--- src/gpc_cfg.svh ---
// gpio port block: register offsets, field positions, reset values and widths
// assumes an 8-bit i/o space addressed by a 6-bit location number
`ifndef GPC_CFG_SVH
`define GPC_CFG_SVH

`define GPC_ADDR_W 6
`define GPC_DATA_W 8
`define GPC_G0_W 8
`define GPC_G1_W 4

// i/o locations
`define GPC_OFF_MASK0 6'h12
`define GPC_OFF_MASK1 6'h20
`define GPC_OFF_FLAG 6'h3a
`define GPC_OFF_IMSK 6'h3b
`define GPC_OFF_CTRL 6'h35
`define GPC_OFF_INB 6'h16
`define GPC_OFF_DIRB 6'h17
`define GPC_OFF_VALB 6'h18
`define GPC_OFF_INA 6'h19
`define GPC_OFF_DIRA 6'h1a
`define GPC_OFF_VALA 6'h1b

// flag and enable bit positions (same in both registers)
`define GPC_BIT_EXT 6
`define GPC_BIT_G1 5
`define GPC_BIT_G0 4
// control register fields
`define GPC_BIT_PUD 6
`define GPC_CTRL_WMASK 8'h7b
`define GPC_MASK1_WMASK 8'h0f

// external pin sense codes
`define GPC_SENSE_LOW 2'h0
`define GPC_SENSE_ANY 2'h1
`define GPC_SENSE_FALL 2'h2
`define GPC_SENSE_RISE 2'h3

`define GPC_RST_BYTE 8'h00

`endif

--- src/gpc_pkg.sv ---
// gpio port block: the state type shared by the design
// assumes gpc_cfg.svh is on the include path
`include "gpc_cfg.svh"

package gpc_pkg;

	typedef struct packed {
		logic [`GPC_G0_W-1:0] val_a;
		logic [`GPC_G0_W-1:0] dir_a;
		logic [`GPC_G1_W-1:0] val_b;
		logic [`GPC_G1_W-1:0] dir_b;
		logic [`GPC_G0_W-1:0] a_s1;
		logic [`GPC_G0_W-1:0] a_s2;
		logic [`GPC_G0_W-1:0] a_s3;
		logic [`GPC_G0_W-1:0] in_a;
		logic [`GPC_G1_W-1:0] b_s1;
		logic [`GPC_G1_W-1:0] b_s2;
		logic [`GPC_G1_W-1:0] b_s3;
		logic [`GPC_G1_W-1:0] in_b;
		logic ext_s1;
		logic ext_s2;
		logic ext_s3;
		logic ext_in;
		logic [`GPC_DATA_W-1:0] mask0;
		logic [`GPC_DATA_W-1:0] mask1;
		logic [`GPC_DATA_W-1:0] ctrl;
		logic en_ext;
		logic en_g1;
		logic en_g0;
		logic flag_ext;
		logic flag_g1;
		logic flag_g0;
		logic [`GPC_DATA_W-1:0] rdata;
	} gpc_state_t;

endpackage

--- src/gpc_port.sv ---
// gpio port block: two ports (8 and 4 pins), pin-change and external interrupt logic
// assumes the cpu core drives i/o space strobes on clk_sys and takes interrupt requests as levels
`timescale 1ns/1ns

module gpc_port
	import gpc_pkg::*;
(
	input wire logic clk_sys,
	input wire logic rst_n,
	input wire logic [`GPC_ADDR_W-1:0] io_addr,
	input wire logic [`GPC_DATA_W-1:0] io_wdata,
	input wire logic io_we,
	input wire logic io_re,
	input wire logic io_bit_set,
	input wire logic io_bit_clr,
	input wire logic [2:0] io_bit_idx,
	output logic [`GPC_DATA_W-1:0] io_rdata,
	input wire logic cpu_global_irq_en,
	input wire logic ext_irq_ack,
	input wire logic group0_irq_ack,
	input wire logic group1_irq_ack,
	output logic ext_irq_req,
	output logic group0_irq_req,
	output logic group1_irq_req,
	input wire logic [`GPC_G0_W-1:0] group0_pins_in,
	output logic [`GPC_G0_W-1:0] group0_pins_out,
	output logic [`GPC_G0_W-1:0] group0_pins_oe,
	output logic [`GPC_G0_W-1:0] group0_pins_pullup,
	input wire logic [`GPC_G1_W-1:0] group1_pins_in,
	output logic [`GPC_G1_W-1:0] group1_pins_out,
	output logic [`GPC_G1_W-1:0] group1_pins_oe,
	output logic [`GPC_G1_W-1:0] group1_pins_pullup,
	input wire logic ext_irq_pin
);

	gpc_state_t st;
	gpc_state_t next_st;

	logic [`GPC_DATA_W-1:0] rd_cur;
	logic [`GPC_DATA_W-1:0] bit_sel;
	logic [`GPC_DATA_W-1:0] wd;
	logic [`GPC_DATA_W-1:0] ones;
	logic [`GPC_G0_W-1:0] next_in_a;
	logic [`GPC_G1_W-1:0] next_in_b;
	logic next_ext_in;
	logic [`GPC_G0_W-1:0] rise_a;
	logic [`GPC_G0_W-1:0] fall_a;
	logic [`GPC_G1_W-1:0] rise_b;
	logic [`GPC_G1_W-1:0] fall_b;
	logic next_flag_ext;
	logic next_flag_g0;
	logic next_flag_g1;
	logic [`GPC_G0_W-1:0] chg_a;
	logic [`GPC_G1_W-1:0] chg_b;
	logic wr;
	logic ext_rise;
	logic ext_fall;
	logic ext_evt;
	logic level_mode;
	logic set_ext;
	logic set_g0;
	logic set_g1;
	logic clr_ext;
	logic clr_g0;
	logic clr_g1;
	logic wr_flag;

	// read mux over the current state; reserved bits come back as zero
	always_comb begin
		unique case (io_addr)
			`GPC_OFF_VALA: rd_cur = st.val_a;
			`GPC_OFF_DIRA: rd_cur = st.dir_a;
			`GPC_OFF_INA: rd_cur = st.in_a;
			`GPC_OFF_VALB: rd_cur = {4'h0, st.val_b};
			`GPC_OFF_DIRB: rd_cur = {4'h0, st.dir_b};
			`GPC_OFF_INB: rd_cur = {4'h0, st.in_b};
			`GPC_OFF_MASK0: rd_cur = st.mask0;
			`GPC_OFF_MASK1: rd_cur = st.mask1 & `GPC_MASK1_WMASK;
			`GPC_OFF_CTRL: rd_cur = st.ctrl;
			`GPC_OFF_IMSK: rd_cur = {1'b0, st.en_ext, st.en_g1, st.en_g0, 4'h0};
			`GPC_OFF_FLAG: rd_cur = {1'b0, st.flag_ext & ~level_mode, st.flag_g1, st.flag_g0, 4'h0};
			default: rd_cur = `GPC_RST_BYTE;
		endcase
	end

	// write data: full byte writes, or read-modify-write of one bit
	always_comb begin
		bit_sel = 8'h01 << io_bit_idx;
		ones = io_bit_set ? bit_sel : 8'h00;
		wr = io_we | io_bit_set | io_bit_clr;
		if (io_we) begin
			wd = io_wdata;
		end else if (io_addr == `GPC_OFF_INA || io_addr == `GPC_OFF_INB || io_addr == `GPC_OFF_FLAG) begin
			wd = ones; // toggle and write-one-clear locations see only the addressed bit
		end else if (io_bit_set) begin
			wd = rd_cur | bit_sel;
		end else begin
			wd = rd_cur & ~bit_sel;
		end
		wr_flag = wr && io_addr == `GPC_OFF_FLAG;
	end

	// port a inputs: a bit moves once the second and third stages agree
	gpc_chg_det #(
		.W(`GPC_G0_W)
	) u_det_a (
		.mid(st.a_s2),
		.last(st.a_s3),
		.held(st.in_a),
		.next_held(next_in_a),
		.rise(rise_a),
		.fall(fall_a)
	);

	// port b inputs, same filter at the narrower width
	gpc_chg_det #(
		.W(`GPC_G1_W)
	) u_det_b (
		.mid(st.b_s2),
		.last(st.b_s3),
		.held(st.in_b),
		.next_held(next_in_b),
		.rise(rise_b),
		.fall(fall_b)
	);

	// external pin: one bit through the same filter, edges taken against its held value
	gpc_chg_det #(
		.W(1)
	) u_det_ext (
		.mid(st.ext_s2),
		.last(st.ext_s3),
		.held(st.ext_in),
		.next_held(next_ext_in),
		.rise(ext_rise),
		.fall(ext_fall)
	);

	// changes for the group flags, and the sense decode of the external pin
	always_comb begin
		chg_a = rise_a | fall_a;
		chg_b = rise_b | fall_b;
		level_mode = st.ctrl[1:0] == `GPC_SENSE_LOW;
		unique case (st.ctrl[1:0])
			`GPC_SENSE_ANY: ext_evt = ext_rise | ext_fall;
			`GPC_SENSE_FALL: ext_evt = ext_fall;
			`GPC_SENSE_RISE: ext_evt = ext_rise;
			default: ext_evt = 1'b0;
		endcase
	end

	// flag set and clear terms; a set in the clearing cycle wins
	always_comb begin
		set_ext = ext_evt;
		set_g0 = |(chg_a & st.mask0);
		set_g1 = |(chg_b & st.mask1[`GPC_G1_W-1:0]);
		clr_ext = ext_irq_ack | (wr_flag & wd[`GPC_BIT_EXT]);
		clr_g0 = group0_irq_ack | (wr_flag & wd[`GPC_BIT_G0]);
		clr_g1 = group1_irq_ack | (wr_flag & wd[`GPC_BIT_G1]);
	end

	// one flag cell per request source, so all three share the set-wins behaviour
	gpc_flag_cell u_flag_ext (
		.cur(st.flag_ext),
		.set(set_ext),
		.clr(clr_ext),
		.nxt(next_flag_ext)
	);
	gpc_flag_cell u_flag_g0 (
		.cur(st.flag_g0),
		.set(set_g0),
		.clr(clr_g0),
		.nxt(next_flag_g0)
	);
	gpc_flag_cell u_flag_g1 (
		.cur(st.flag_g1),
		.set(set_g1),
		.clr(clr_g1),
		.nxt(next_flag_g1)
	);

	// next state
	always_comb begin
		next_st = st;
		next_st.a_s1 = group0_pins_in;
		next_st.a_s2 = st.a_s1;
		next_st.a_s3 = st.a_s2;
		next_st.in_a = next_in_a;
		next_st.b_s1 = group1_pins_in;
		next_st.b_s2 = st.b_s1;
		next_st.b_s3 = st.b_s2;
		next_st.in_b = next_in_b;
		next_st.ext_s1 = ext_irq_pin;
		next_st.ext_s2 = st.ext_s1;
		next_st.ext_s3 = st.ext_s2;
		next_st.ext_in = next_ext_in;
		if (wr) begin
			unique case (io_addr)
				`GPC_OFF_VALA: next_st.val_a = wd;
				`GPC_OFF_DIRA: next_st.dir_a = wd;
				`GPC_OFF_INA: next_st.val_a = st.val_a ^ wd;
				`GPC_OFF_VALB: next_st.val_b = wd[`GPC_G1_W-1:0];
				`GPC_OFF_DIRB: next_st.dir_b = wd[`GPC_G1_W-1:0];
				`GPC_OFF_INB: next_st.val_b = st.val_b ^ wd[`GPC_G1_W-1:0];
				`GPC_OFF_MASK0: next_st.mask0 = wd;
				`GPC_OFF_MASK1: next_st.mask1 = wd & `GPC_MASK1_WMASK;
				`GPC_OFF_CTRL: next_st.ctrl = wd & `GPC_CTRL_WMASK;
				`GPC_OFF_IMSK: begin
					next_st.en_ext = wd[`GPC_BIT_EXT];
					next_st.en_g1 = wd[`GPC_BIT_G1];
					next_st.en_g0 = wd[`GPC_BIT_G0];
				end
				default: ;
			endcase
		end
		next_st.flag_ext = next_flag_ext;
		next_st.flag_g0 = next_flag_g0;
		next_st.flag_g1 = next_flag_g1;
		if (io_re) begin
			next_st.rdata = rd_cur;
		end
	end

	// all state registers; reset clears direction so pins float without a clock
	always_ff @(posedge clk_sys or negedge rst_n) begin
		if (!rst_n) begin
			st <= '0;
		end else begin
			st <= next_st;
		end
	end

	// read data comes from the register of the previous read strobe
	assign io_rdata = st.rdata;

	// requests: flag held and both enables set; level mode follows the pin low
	assign ext_irq_req = cpu_global_irq_en & st.en_ext & (level_mode ? ~st.ext_in : st.flag_ext);
	assign group0_irq_req = cpu_global_irq_en & st.en_g0 & st.flag_g0;
	assign group1_irq_req = cpu_global_irq_en & st.en_g1 & st.flag_g1;

	// pin drivers, each pin from its own bits and the global pull-up disable only
	gpc_pin_drv #(
		.W(`GPC_G0_W)
	) u_drv_a (
		.dir(st.dir_a),
		.val(st.val_a),
		.global_pullup_disable(st.ctrl[`GPC_BIT_PUD]),
		.oe(group0_pins_oe),
		.out(group0_pins_out),
		.pu_on(group0_pins_pullup)
	);

	gpc_pin_drv #(
		.W(`GPC_G1_W)
	) u_drv_b (
		.dir(st.dir_b),
		.val(st.val_b),
		.global_pullup_disable(st.ctrl[`GPC_BIT_PUD]),
		.oe(group1_pins_oe),
		.out(group1_pins_out),
		.pu_on(group1_pins_pullup)
	);

endmodule // gpc_port

// one synchronised input group: the held value moves only once the second and third stages agree
module gpc_chg_det
	import gpc_pkg::*;
#(
	parameter int W = 8
) (
	input wire logic [W-1:0] mid,
	input wire logic [W-1:0] last,
	input wire logic [W-1:0] held,
	output logic [W-1:0] next_held,
	output logic [W-1:0] rise,
	output logic [W-1:0] fall
);

	logic [W-1:0] agree;

	// two agreeing stages filter out a sample caught while the pin was moving
	always_comb begin
		agree = ~(mid ^ last);
		next_held = (last & agree) | (held & ~agree);
		rise = agree & last & ~held;
		fall = agree & ~last & held;
	end

endmodule // gpc_chg_det

// one interrupt flag: a set in the clearing cycle wins, so no event is lost
module gpc_flag_cell
	import gpc_pkg::*;
(
	input wire logic cur,
	input wire logic set,
	input wire logic clr,
	output logic nxt
);

	// hardware set beats routine entry and software write-one-clear
	assign nxt = set | (cur & ~clr);

endmodule // gpc_flag_cell

// one port's pin drivers: each pin follows its own direction and value bits and the global pull-up disable only
module gpc_pin_drv
	import gpc_pkg::*;
#(
	parameter int W = 8
) (
	input wire logic [W-1:0] dir,
	input wire logic [W-1:0] val,
	input wire logic global_pullup_disable,
	output logic [W-1:0] oe,
	output logic [W-1:0] out,
	output logic [W-1:0] pu_on
);

	// direction one drives the value bit; the pull-up disable has no say here
	assign oe = dir;
	assign out = val;

	// pull-up only on an input whose value bit is one, never under the global disable
	assign pu_on = ~dir & val & {W{~global_pullup_disable}};

endmodule // gpc_pin_drv

--- config.mk ---
export PLATFORM = sky130hd
export DESIGN_NAME = gpc_port
export DESIGN_NICKNAME = d
export VERILOG_FILES = /design/src/gpc_pkg.sv /design/src/gpc_port.sv
export VERILOG_INCLUDE_DIRS = /design/src /design/src/src
export SDC_FILE = /design/constraint.sdc
export NUM_CORES = 1
export LEC_CHECK = 0
export ABC_AREA = 1
export BUFFER_PORTS_ARGS = -buffer_cell sky130_fd_sc_hd__buf_2
export CORE_ASPECT_RATIO = 0.7
export CORE_MARGIN = 4
export CORE_UTILIZATION = 40
export CTS_BUF_LIST = sky130_fd_sc_hd__clkbuf_2
export DETAILED_ROUTE_END_ITERATION = 8
export PLACE_DENSITY = 0.61
export SYNTH_ARGS = -nofsm -noshare
export SYNTH_HDL_FRONTEND = slang
export SYNTH_SLANG_ARGS = --single-unit
--- constraint.sdc ---
create_clock -name clk_sys -period 1.8 [get_ports clk_sys]
set_input_delay 0.36 -clock clk_sys [delete_from_list [all_inputs] [get_ports clk_sys]]
set_output_delay 0.36 -clock clk_sys [all_outputs]
set_load 0.02 [all_outputs]
======== Yosys cells after proc, flatten, opt, wreduce, memory -nomap -nowiden ========
Cells that the tools add are included.
word-level totals
  input port bits ......................... 40
  logic and storage cells ................. 140
  bits in registers ....................... 108
  output and inout port bits .............. 47
operators by class
  shift operators ......................... 1
  reductions and logical operators ........ 16
  multiplexer cells ....................... 9
  equal/unequal tests ..................... 14
  bitwise logic cells ..................... 74
operator list
  kind                                                  count
  case mux 8 bit (11 select lines)                      1
  bitwise AND 8 bit                                     9
  NOT 8 bit                                             6
  equality test 6 x 5 -> 1 bit (second input constant)  7
  bitwise AND 4 bit                                     8
  two-way mux 8 bit                                     4
  equality test 6 bit (second input constant)           4
  bitwise OR 8 bit                                      3
  NOT 4 bit                                             5
  bitwise AND 1 bit                                     18
  case mux 8 bit (2 select lines)                       1
  AND reduction 2 bit                                   8
  bitwise XOR 8 bit                                     2
  bitwise OR 1 bit                                      10
  NOT 1 bit                                             8
  bitwise OR 4 bit                                      2
  case mux 4 bit (2 select lines)                       1
  OR reduction 8 bit                                    1
  << shifter 1 x 3 -> 8 bit (first input constant)      1
  bitwise XOR 4 bit                                     2
  equality test 2 bit (second input constant)           2
  nonzero test 2 bit                                    2
  OR reduction 4 bit                                    1
  case mux 1 bit (3 select lines)                       1
  6 further kinds                                       7

======== Longest topological paths before layout ========
Gate-level depths: netlist of run 1.
  word-level depth ........................ 13
  gate-level depth with buffers ........... 14

======== Cells and area by module ========
From an unflattened synthesis of run 1, not the netlist that was laid out.
unflattened totals
  cells, all modules ...................... 806
  area total of the unflattened synthesis .. 5994.5 um2
by module, submodules not included
  module                   area each (um2)  instances  cells an instance
  gpc_port                 4809.6           1          577
  gpc_chg_det (u_det_a)    500.5            1          96
  gpc_chg_det (u_det_b)    250.2            1          48
  gpc_pin_drv (u_drv_a)    221.5            1          41
  gpc_pin_drv (u_drv_b)    105.1            1          20
  gpc_chg_det (u_det_ext)  62.6             1          12
  gpc_flag_cell            15.0             3          4

======== Worst setup path before layout of run 1 ========
Ideal clock, no wire load.
  path type ............................... input to register
  from .................................... in io_bit_set
  to ...................................... reg st[36] in the netlist's numbering
  setup time .............................. 0.132 ns
  slack ................................... 0.233 ns
  arrival time ............................ 1.435 ns
  required time ........................... 1.668 ns
  stages .................................. 6
  buffers on the path ..................... 2
  cells stage by stage .................... buf_2 -> nor3_4 -> nor2_1 -> inv_2 -> clkbuf_1 -> o21ai_1
between the ends
  word-level cells in the longest chain between the ends .. 3
  elaborated cells on any way between the ends .. 7
RTL lines
  element                                                          line                            source
  start: declaration                                               gpc_port.sv:14                  input wire logic io_bit_set,
  two-way mux 8 bit, or another cell as far along                  gpc_port.sv:95                  end else if (io_bit_set) begin
  two-way mux 8 bit / bitwise OR 1 bit (equally long branches)     gpc_port.sv:93, gpc_port.sv:90
  two-way mux 8 bit / AND reduction 2 bit (equally long branches)  n/a
  end signal: assignment                                           gpc_port.sv:229                 st <= next_st;
  end: declaration                                                 gpc_port.sv:36                  gpc_state_t st;
Parallel ways exist; a longest one is shown, timed or not.
A chain may end at the register's enable or synchronous reset.

======== Worst setup path after layout of run 1 ========
  from .................................... reg st[14] in the netlist's numbering
  to ...................................... out ext_irq_req
between the ends
  word-level cells in the longest chain between the ends .. 3
RTL lines
  element                             line             source
  logical NOT 2 bit (no source line)  n/a
  two-way mux 1 bit                   gpc_port.sv:237  assign ext_irq_req = cpu_global_irq_en & st.en_ext & (level_mode ? ~st.ext_in : st.flag_ext);
  bitwise AND 1 bit                   gpc_port.sv:237
  end: declaration                    gpc_port.sv:22   output logic ext_irq_req,
Every way passes these cells.

==> results of run 1 <==
worst max-delay path: cells and delay by family (launching register included):
kind	cells	cell delay [ns]
DFF	1	0.48
and+or+nand+nor	3	0.45
buffers and inverters	2	0.21
AOI/OAI and AO/OA	1	0.09
stage by stage:
stage	total power, W	area (sq um)	worst slack (ns)	hold slack (ns)	setup TNS, ns
floorplan	0.00400	5820	0.233	0.0644	0
global route	0.00640	7350	-0.508	0.0233	-3.62
CTS	0.00599	7240	-0.420	0.0624	-2.42
detailed placement	0.00453	6730	-0.383	0.336	-8.65
finish	0.00602	7350	-0.406	0.0948	-2.23
global placement	0.00448	6730	-0.399	0.334	-7.98
cells in the mapped netlist (7+ instances only):
master / count / share of area [%]
nand2_1: 181 / 12
dfrtp_1: 108 / 46
inv_1: 95 / 6.1
nor2_1: 62 / 4.0
nand3_1: 42 / 3.6
buf_4: 32 / 4.1
o21ai_1: 31 / 2.7
o21ai_0: 27 / 2.3
ha_1: 26 / 5.6
nand2_2: 15 / 1.6
nand4_1: 15 / 1.6
nor3_1: 14 / 1.2
or2_2: 8 / 0.86
inv_2: 7 / 0.45
nor2_4: 7 / 1.4
logic make-up after synthesis:
group,count (synthesis)
and+or+nand+nor,358
buffers and inverters,142
DFF,108
AOI/OAI and AO/OA,77
adders and majority gates,26
muxes,6
power by group through the flow:
stage          Clock, W  Combinational (W)  Sequential [W]
6_report        0.00120            0.00176         0.00307
5_1_grt         0.00136            0.00192         0.00311
4_1_cts         0.00125            0.00169         0.00305
3_5_place_dp          0            0.00144         0.00309
3_3_place_gp          0            0.00140         0.00308
2_1_floorplan         0            0.00104         0.00296
path summary, 6_finish.rpt:
check / from / endpoint / slack (ns) / cells past startpoint
hold reg to reg: next_st[74] / next_st[66] / 0.39 / 0
hold / removal: io_re / io_rdata[4] / 0.09 / 2
min in group asynchronous: rst_n / st[70] / 0.21 / 2
setup reg to reg: st[20] / st[112] / 0.05 / 13
max in group asynchronous: rst_n / st[20] / 1.04 / 3
setup / recovery: st[14] / ext_irq_req / -0.41 / 6
per-layer routing:
layer  part of all wire [%]  vias to the layer above  track usage [%]
met5                      0                        -                0
li1                       -                     2532                -
met4                    1.4                        0             5.39
met3                    6.8                       20             4.20
met2                     45                      187             32.1
met1                     46                     2496             28.6
cell type report:
class / count / area [sq um]
Inverter: 102 / 383
Timing Repair Buffer: 176 / 1300
Sequential cell: 108 / 2710
Multi-Input combinational cell: 467 / 2590
Clock inverter: 7 / 81.3
Tap cell: 190 / 238
Clock buffer: 9 / 45.0
Fill cell: 1362 / 6750
what timing repair did:
item	CTS	global route
gates resized for setup	53	18
pin swaps	14	6
hold endpoints to repair	84	0
hold buffers	17	0
endpoints found under the setup margin	16	19
buffers inserted	4	7
==> run_results.csv, run 1 <==
group,metric,value,unit
logic_synthesis,synth_edf_count,0,
logic_synthesis,syn_area,5820,sq um
clocking,clk_latency,0.62,ns
clocking,cts_tree,"done",
timing,setup_viol,13,
die,ios,87,
worst_setup_path,slowest_stage,"dfrtp_1",
logic_synthesis,synthMuxAreaShare,1.16,%
global_routing,grt_pass1_wl,26.4,mm
global_routing,antenna_found_initial,0,
pwr,powerDensity,820,nW/um^2
logic_synthesis,yosys_warnings,0,
pwr,switching_share,36.7,%
timing,report.final.slew_viol_count,0,
pwr,seqPwrFrac,50.9,%
timing,max_freq,453,MHz
logic_synthesis,synth_compound_area_share,7.46,%
timing,fin_crit,2.21,ns
logic_synthesis,synth_xor_area_share,0,%
logic_synthesis,ys_async_sr_fraction,100,%
logic_synthesis,avgSynthCellArea,8.12,sq um
logic_synthesis,ys_ff_latch,108,
routing,route.vias.total,5235,
worst_setup_path,cp_max_fo,3,
clocking,cts_sinks,108,
run,maxCapViolations,0,
outcome,violations,"setup timing",
worst_setup_path,worstPathCellList,"nor2_4, inv_2, nor2_4, o21ai_2, nor2_1, buf_4",
logic_synthesis,synthCells,717,
cells_and_area,final_cells,1059,
global_routing,grt_usage,20.3,%
clocking,cts-root-buf,"clkbuf_2",
timing,hold_violations,0,
pwr,p_int,0.00382,W
pwr,p_comb_share,29.1,%
die,die-area,16600,sq um
die,start_util,41.3,%
routing,drt_iter0_markers,587,
worst_setup_path,arrival,1.85,ns
place,dp.cells,1015,
die,core,14100,sq um
logic_synthesis,syn_nets,783,
pwr,power_switching,0.00221,W
worst_setup_path,endpoint_kind,"primary output",
timing,fin_crit_sh,123,%
cells_and_area,drive_gt1_share,29.5,%
clocking,clockBufferDepth,2,
die,rows,36,
clocking,cts_made_buffers,9,
global_routing,grt_max_degree,37,
timing,relSlewSlack,66.3,%
clocking,cts-htree-levels,3,
routing,finalWirelength,16.6,mm
place,place.port_buffers,86,
timing,worst_pin_slew,0.506,ns
worst_setup_path,path_common_cell,"nor2_4",
worst_setup_path,cp.required,1.44,ns
place,gp_congestion,0.916,
logic_synthesis,synth_top_family_by_area,"simple AND/OR/NAND/NOR gates",
place,dp_hpwl,12.9,mm
global_routing,gr-total-overflow,0,
logic_synthesis,synth_simple_gate_area_share,28.1,%
routing,drc_errors,0,
pwr,power.leakage,3.85,nW
worst_setup_path,start_kind,"flop",
timing,rsz0062_at_grt,"yes",
logic_synthesis,ys_types,35,
outcome,status,"complete, but fails checks",
routing,wl_per_cell,15.7,microns
clocking,clkTransAtPathRegs,0.30,ns
cells_and_area,final_common_cell,"nand2_1",
routing,ant_nets,0,
global_routing,grt_pass1_vias,5050,
cells_and_area,nets,930,
cells_and_area,diodes,0,
timing,finClkSkew,0.0239,ns
logic_synthesis,synth_ff_type,"dfrtp_1",
worst_hold_path,min_path_type,"in -> reg",
die,die_h,109,microns
timing,setup_slack,-0.406,ns
die,die_w,152,microns
cells_and_area,fin_util,52.1,%
logic_synthesis,seq_area_frac_synth,46.4,%
pwr,vdd_ir_drop_max,0.457,mV
pwr,p_clk_share,19.9,%
logic_synthesis,synth-adder-area-share,5.59,%
worst_setup_path,crit_type,"reg -> out",
worst_setup_path,max_stage_delay,0.48,ns
routing,vias_per_cell,4.94,
cells_and_area,syn2layout_area_growth,26.2,%
routing,dr.pass1.iters,6,
cells_and_area,final_cell_mix,"180 x nand2_1, 104 x dfrtp_1, 92 x inv_1",
No activity file was read; power rests on OpenSTA's default activity.
==> inputs of run 2 (changes only) <==
==> constraint.sdc (replaced) <==
create_clock -name clk_sys -period 1.8 [get_ports clk_sys]
set_input_delay 0.36 -clock clk_sys [delete_from_list [all_inputs] [get_ports clk_sys]]
set_output_delay 0.36 -clock clk_sys [all_outputs]
set_load 0.1 [all_outputs]
==> run_results.csv, run 2 (synthesis results as in run 1) <==
group,metric,value,unit
outcome,status,"complete, but fails checks",
outcome,violations,"setup timing",
pwr,power.leakage,3.87,nW
global_routing,use_met3,4.32,%
place,place.port_buffers,86,
global_routing,use_met1,29.2,%
timing,worst_pin_slew,0.408,ns
worst_hold_path,hold_end,"st[10]",
cells_and_area,nets,922,
timing,max_freq,459,MHz
clocking,cts_made_buffers,9,
global_routing,gr-total-overflow,0,
timing,whs,0.0569,ns
routing,dr.pass1.iters,5,
routing,drc_errors,0,
worst_setup_path,rr_worst_depth,14,
routing,finalWirelength,16.3,mm
worst_setup_path,cp_max_fo,3,
run,maxCapViolations,0,
routing,drt_iter0_markers,439,
worst_setup_path,endpoint_kind,"primary output",
timing,setup_tns,-3.26,ns
routing,wl_per_cell,15.5,microns
clocking,cts_sinks,108,
timing,rsz0062_at_grt,"yes",
timing,fin_crit,2.18,ns
die,die-area,16600,sq um
worst_setup_path,arrival,1.82,ns
die,start_util,41.3,%
global_routing,use_met2,31.3,%
die,ios,87,
cells_and_area,syn2layout_area_growth,31.7,%
worst_setup_path,max_stage_delay,0.48,ns
timing,setup_viol,13,
worst_setup_path,cp.required,1.44,ns
cells_and_area,final_cell_mix,"180 x nand2_1, 97 x dfrtp_1, 93 x inv_1",
worst_hold_path,min_path_type,"in -> reg",
clocking,cts-htree-levels,3,
pwr,power.total,0.00757,W
pwr,vdd_ir_drop_max,0.726,mV
clocking,cts-root-buf,"clkbuf_2",
global_routing,grt_usage,20.1,%
cells_and_area,final_common_cell,"nand2_1",
place,gp_congestion,0.958,
clocking,clkTransAtPathRegs,0.28,ns
die,rows,36,
worst_setup_path,slowest_stage,"dfrtp_1",
die,die_w,152,microns
die,core,14100,sq um
clocking,cts_tree,"done",
global_routing,grt.busiest_layer,"met2",
worst_setup_path,r2r_setup_slack,0.12,ns
timing,fin_crit_sh,121,%
timing,setup_slack,-0.379,ns
global_routing,grt_pass1_wl,26.6,mm
routing,route.vias.total,5205,
worst_setup_path,crit_type,"reg -> out",
worst_setup_path,worstPathCellList,"nor2_4, inv_2, nor2_4, buf_6, o21ai_4, nor2_4, buf_12",
worst_setup_path,path_common_cell,"nor2_4",
cells_and_area,drive_gt1_share,29.8,%
die,die_h,109,microns
place,dp.cells,1005,
timing,finClkSkew,0.0313,ns
global_routing,antenna_found_initial,1,
clocking,clockBufferDepth,2,
global_routing,grt_max_degree,45,
clocking,clk_latency,0.58,ns
cells_and_area,final_cells,1052,
timing,hold_violations,0,
worst_setup_path,start_kind,"flop",
worst_setup_path,timing.rr.end,"st[112]",
global_routing,grt_pass1_vias,5052,
timing,report.final.slew_viol_count,0,
worst_hold_path,hold_path_depth,4,
place,dp_hpwl,12.6,mm
pwr,powerDensity,987,nW/um^2
worst_hold_path,worstHoldStart,"ext_irq_ack",
routing,ant_nets,0,
place,dpl_worst_slack,-0.253,ns
routing,vias_per_cell,4.95,
worst_setup_path,reg2reg_from,"st[14]",
timing,relSlewSlack,72.8,%
## run 2: changes by cell type in the layout (fill, tap and decap cells not counted), sizes merged
cell / delta
diode: +1
clkbuf: +2
clkinv: +1
buf: -8
inv: -2
dlygate4sd3: -1
## run 2: stage by stage
step,cell area [sq um],utilization [%]
2_1_floorplan,5930,-
3_3_place_gp,6970,49.4
3_5_place_dp,6970,49.4
4_1_cts,7560,53.6
5_1_grt,7670,54.4
6_report,7670,54.4
## run 2: worst max path at each step
stage,endpoint,start,slack [ns]
finish,ext_irq_req,st[14],-0.38
global route,ext_irq_req,st[14],-0.52
CTS,ext_irq_req,st[15],-0.48
detailed placement,st[24],io_addr[5],-0.25
global placement,st[24],io_addr[1],-0.23
floorplan,group0_irq_req,cpu_global_irq_en,-0.23
## run 2: worst max-delay path, delay by kind of cell (launching register included)
family,cells,cell delay [ns]
flops,1,0.48
compound gates,1,0.07
simple gates,3,0.34
buf+inv,3,0.36
## run 2: area by class of cell
type	count	area [sq um]
repair buffers	168	1580
clock inverters	6	71.3
clock buffers	10	50.0
inverters	102	383
fillers	1321	6430
diodes	1	2.50
flip-flops and latches	108	2720
multi-input cells	467	2620
well taps	190	238
## run 2: metal layers
layer | vias up | routed length, microns
met5 | - | 0
met3 | 18 | 1160
met1 | 2494 | 7710
met2 | 166 | 7220
met4 | 0 | 184
li1 | 2527 | -
## run 2: power breakdown
| group | switching (W) | leakage (nW) | internal, W | total, W |
|---|---|---|---|---|
| registers | 0.000357 | 1.33 | 0.00274 | 0.00310 |
| logic | 0.00223 | 2.46 | 0.00108 | 0.00331 |
| clock network | 0.000822 | 0.0744 | 0.000343 | 0.00116 |
| total | 0.00341 | 3.87 | 0.00417 | 0.00757 |
## run 2: repair_timing
action | in CTS | in global routing
setup buffers | 11 | 3
gates resized for setup | 62 | 31
cloned | 1 | 0
hold endpoints to repair | 115 | 1
pin swaps | 14 | 7
hold buffers | 15 | 1
endpoints found under the setup margin | 52 | 40
==> inputs of run 3 (changes only) <==
SYNTH_HIERARCHICAL = 1   (was unset)
==> run_results.csv, run 3 <==
group,metric,value,unit
cells_and_area,largest_register_ffs,74,
worst_setup_path,cp.required,1.44,ns
worst_setup_path,slowest_stage,"dfrtp_1",
clocking,cts_tree,"done",
worst_setup_path,rr_worst_depth,11,
cells_and_area,nets,1027,
timing,setup_slack,-0.338,ns
die,die-area,17000,sq um
worst_setup_path,reg2reg_from,"st[15]",
place,dp_hpwl,12.7,mm
routing,wl_per_cell,14.5,microns
worst_setup_path,arrival,1.78,ns
routing,drt_iter0_markers,420,
cells_and_area,drive_gt1_share,26.2,%
logic_synthesis,avgSynthCellArea,7.44,sq um
timing,hold_violations,0,
timing,max_freq,468,MHz
logic_synthesis,synthCells,806,
logic_synthesis,synth.most_common_cell,"nand2_1",
clocking,cts-htree-levels,3,
logic_synthesis,syn_area,5990,sq um
logic_synthesis,yosys-top-cells-count,"250 x nand2_1, 143 x inv_1, 108 x dfrtp_1",
worst_hold_path,hold_end,"io_rdata[7]",
pwr,vdd_ir_drop_max,0.404,mV
global_routing,antenna_found_initial,1,
timing,fin_crit,2.14,ns
cells_and_area,final_common_cell,"nand2_1",
run,maxCapViolations,0,
routing,dr.pass1.iters,5,
logic_synthesis,synth_top_area_share,45.1,%
place,dpl_worst_slack,-0.358,ns
cells_and_area,fill_cells,1370,
global_routing,gr-total-overflow,0,
routing,drc_errors,0,
cells_and_area,syn2layout_area_growth,32.9,%
logic_synthesis,synth_ff_type,"dfrtp_1",
die,rows,37,
outcome,violations,"setup timing",
routing,route.vias.total,5431,
pwr,power.leakage,4.33,nW
worst_setup_path,r2r_setup_slack,0.12,ns
die,ios,87,
logic_synthesis,syn_nets,872,
logic_synthesis,synth_edf_count,0,
timing,finClkSkew,0.0295,ns
worst_setup_path,crit_type,"reg -> out",
worst_setup_path,timing.rr.end,"st[104]",
timing,rsz0062_at_grt,"yes",
global_routing,grt_pass1_vias,5069,
worst_hold_path,hold_path_depth,3,
routing,vias_per_cell,4.69,
logic_synthesis,synth_area_leader_cell,"dfrtp_1",
timing,report.final.slew_viol_count,0,
cells_and_area,final_cell_mix,"242 x nand2_1, 142 x inv_1, 102 x dfrtp_1",
timing,relSlewSlack,63.7,%
worst_setup_path,path_common_cell,"nor2_2",
timing,setup_viol,14,
logic_synthesis,ys_ff_latch,108,
routing,ant_nets,0,
cells_and_area,top_register,"st",
worst_setup_path,endpoint_kind,"primary output",
timing,worst_pin_slew,0.544,ns
die,die_h,110,microns
timing,fin_crit_sh,119,%
die,start_util,40.8,%
routing,finalWirelength,16.8,mm
logic_synthesis,synth_area_leaders,"dfrtp_1 45%, nand2_1 16%, inv_1 9.0%",
clocking,cts_made_buffers,9,
cells_and_area,diodes,0,
worst_setup_path,worstPathCellList,"nor2_2, buf_6, nor2_2, a211oi_4, buf_12",
outcome,status,"complete, but fails checks",
clocking,cts_sinks,108,
place,dpl_cell_area,7120,sq um
timing,whs,0.0528,ns
place,gp_congestion,0.943,
clocking,cts-root-buf,"clkbuf_2",
global_routing,grt_usage,20.0,%
worst_setup_path,max_stage_delay,0.47,ns
clocking,clockBufferDepth,2,
clocking,clk_latency,0.60,ns
logic_synthesis,ys_types,29,
worst_hold_path,worstHoldStart,"io_re",
die,die_w,154,microns
cells_and_area,final_cell_area,7970,sq um
logic_synthesis,yosys_warnings,6,
place,place.port_buffers,86,
global_routing,grt_max_degree,36,
pwr,powerDensity,963,nW/um^2
worst_hold_path,min_path_type,"in -> reg",
die,core,14700,sq um
logic_synthesis,seq_area_frac_synth,45.1,%
clocking,clkTransAtPathRegs,0.28,ns
worst_setup_path,start_kind,"flop",
worst_setup_path,cp_max_fo,2,
logic_synthesis,ys_async_sr_fraction,100,%
global_routing,grt_pass1_wl,27.0,mm
==> run 3: worst max path at each step <==
stage                    start                     to  slack [ns]  cells past startpoint
finish                  st[15]            ext_irq_req       -0.34                      5
global route            st[15]            ext_irq_req       -0.47                      5
CTS                     st[15]            ext_irq_req       -0.42                      5
detailed placement  io_addr[5]                  st[9]       -0.36                     15
global placement    io_addr[1]                 st[10]       -0.33                     16
floorplan               st[20]  group0_pins_pullup[0]       -0.39                      2
==> run 3: what timing repair did <==
action,CTS,global route
endpoints found under the hold margin,44,0
buffers inserted,13,7
gates resized for setup,89,43
pin swaps,10,18
hold buffers,14,0
cloned,1,0
setup endpoints to repair,50,58
==> run 3: cell type report <==
cell class	instances	area, sq um	area share [%]
Clock buffer	9	45.0	0.565
Clock inverter	5	76.3	0.958
Inverter	147	552	6.92
Multi-Input combinational cell	510	2630	33.0
Sequential cell	108	2710	34.0
Tap cell	195	244	3.06
Timing Repair Buffer	185	1720	21.5
==> run 3: power breakdown <==
group	switching [W]	internal, W
logic	0.00224	0.00112
clock network	0.000789	0.000440
registers	0.000346	0.00273
==> run 3: metal layers <==
metal,track usage (%),part of all wire (%),vias to the layer above
li1,-,-,2727
met1,30.3,48,2484
met5,0,0.071,-
met4,4.35,1.0,2
met2,28.8,42,201
met3,4.82,8.9,17
==> run 3: through the flow <==
stage / power (W) / instances / util, % / TNS [ns]
after floorplan: 0.00517 / 806 / - / -4.40
after global placement: 0.00591 / 1110 / 48.5 / -10.27
after detailed placement: 0.00592 / 1110 / 48.5 / -10.80
after CTS: 0.00758 / 1152 / 53.0 / -2.94
after global routing: 0.00806 / 1159 / 54.3 / -3.59
final: 0.00767 / 1159 / 54.3 / -2.21
==> run 3: kinds of logic after synthesis <==
logic type | Yosys count | share of synthesized area (%)
compound gates | 61 | 5.47
buf+inv | 188 | 14.0
fa+ha+maj | 26 | 5.43
simple gates | 423 | 30.0
flops | 108 | 45.1
==> run 3: worst max-delay path: cells and delay by family, from the launching register on <==
| kind | cells | cell delay, ns |
|---|---|---|
| buffers and inverters | 2 | 0.33 |
| AOI/OAI and AO/OA | 1 | 0.19 |
| and+or+nand+nor | 2 | 0.20 |
| DFF | 1 | 0.47 |
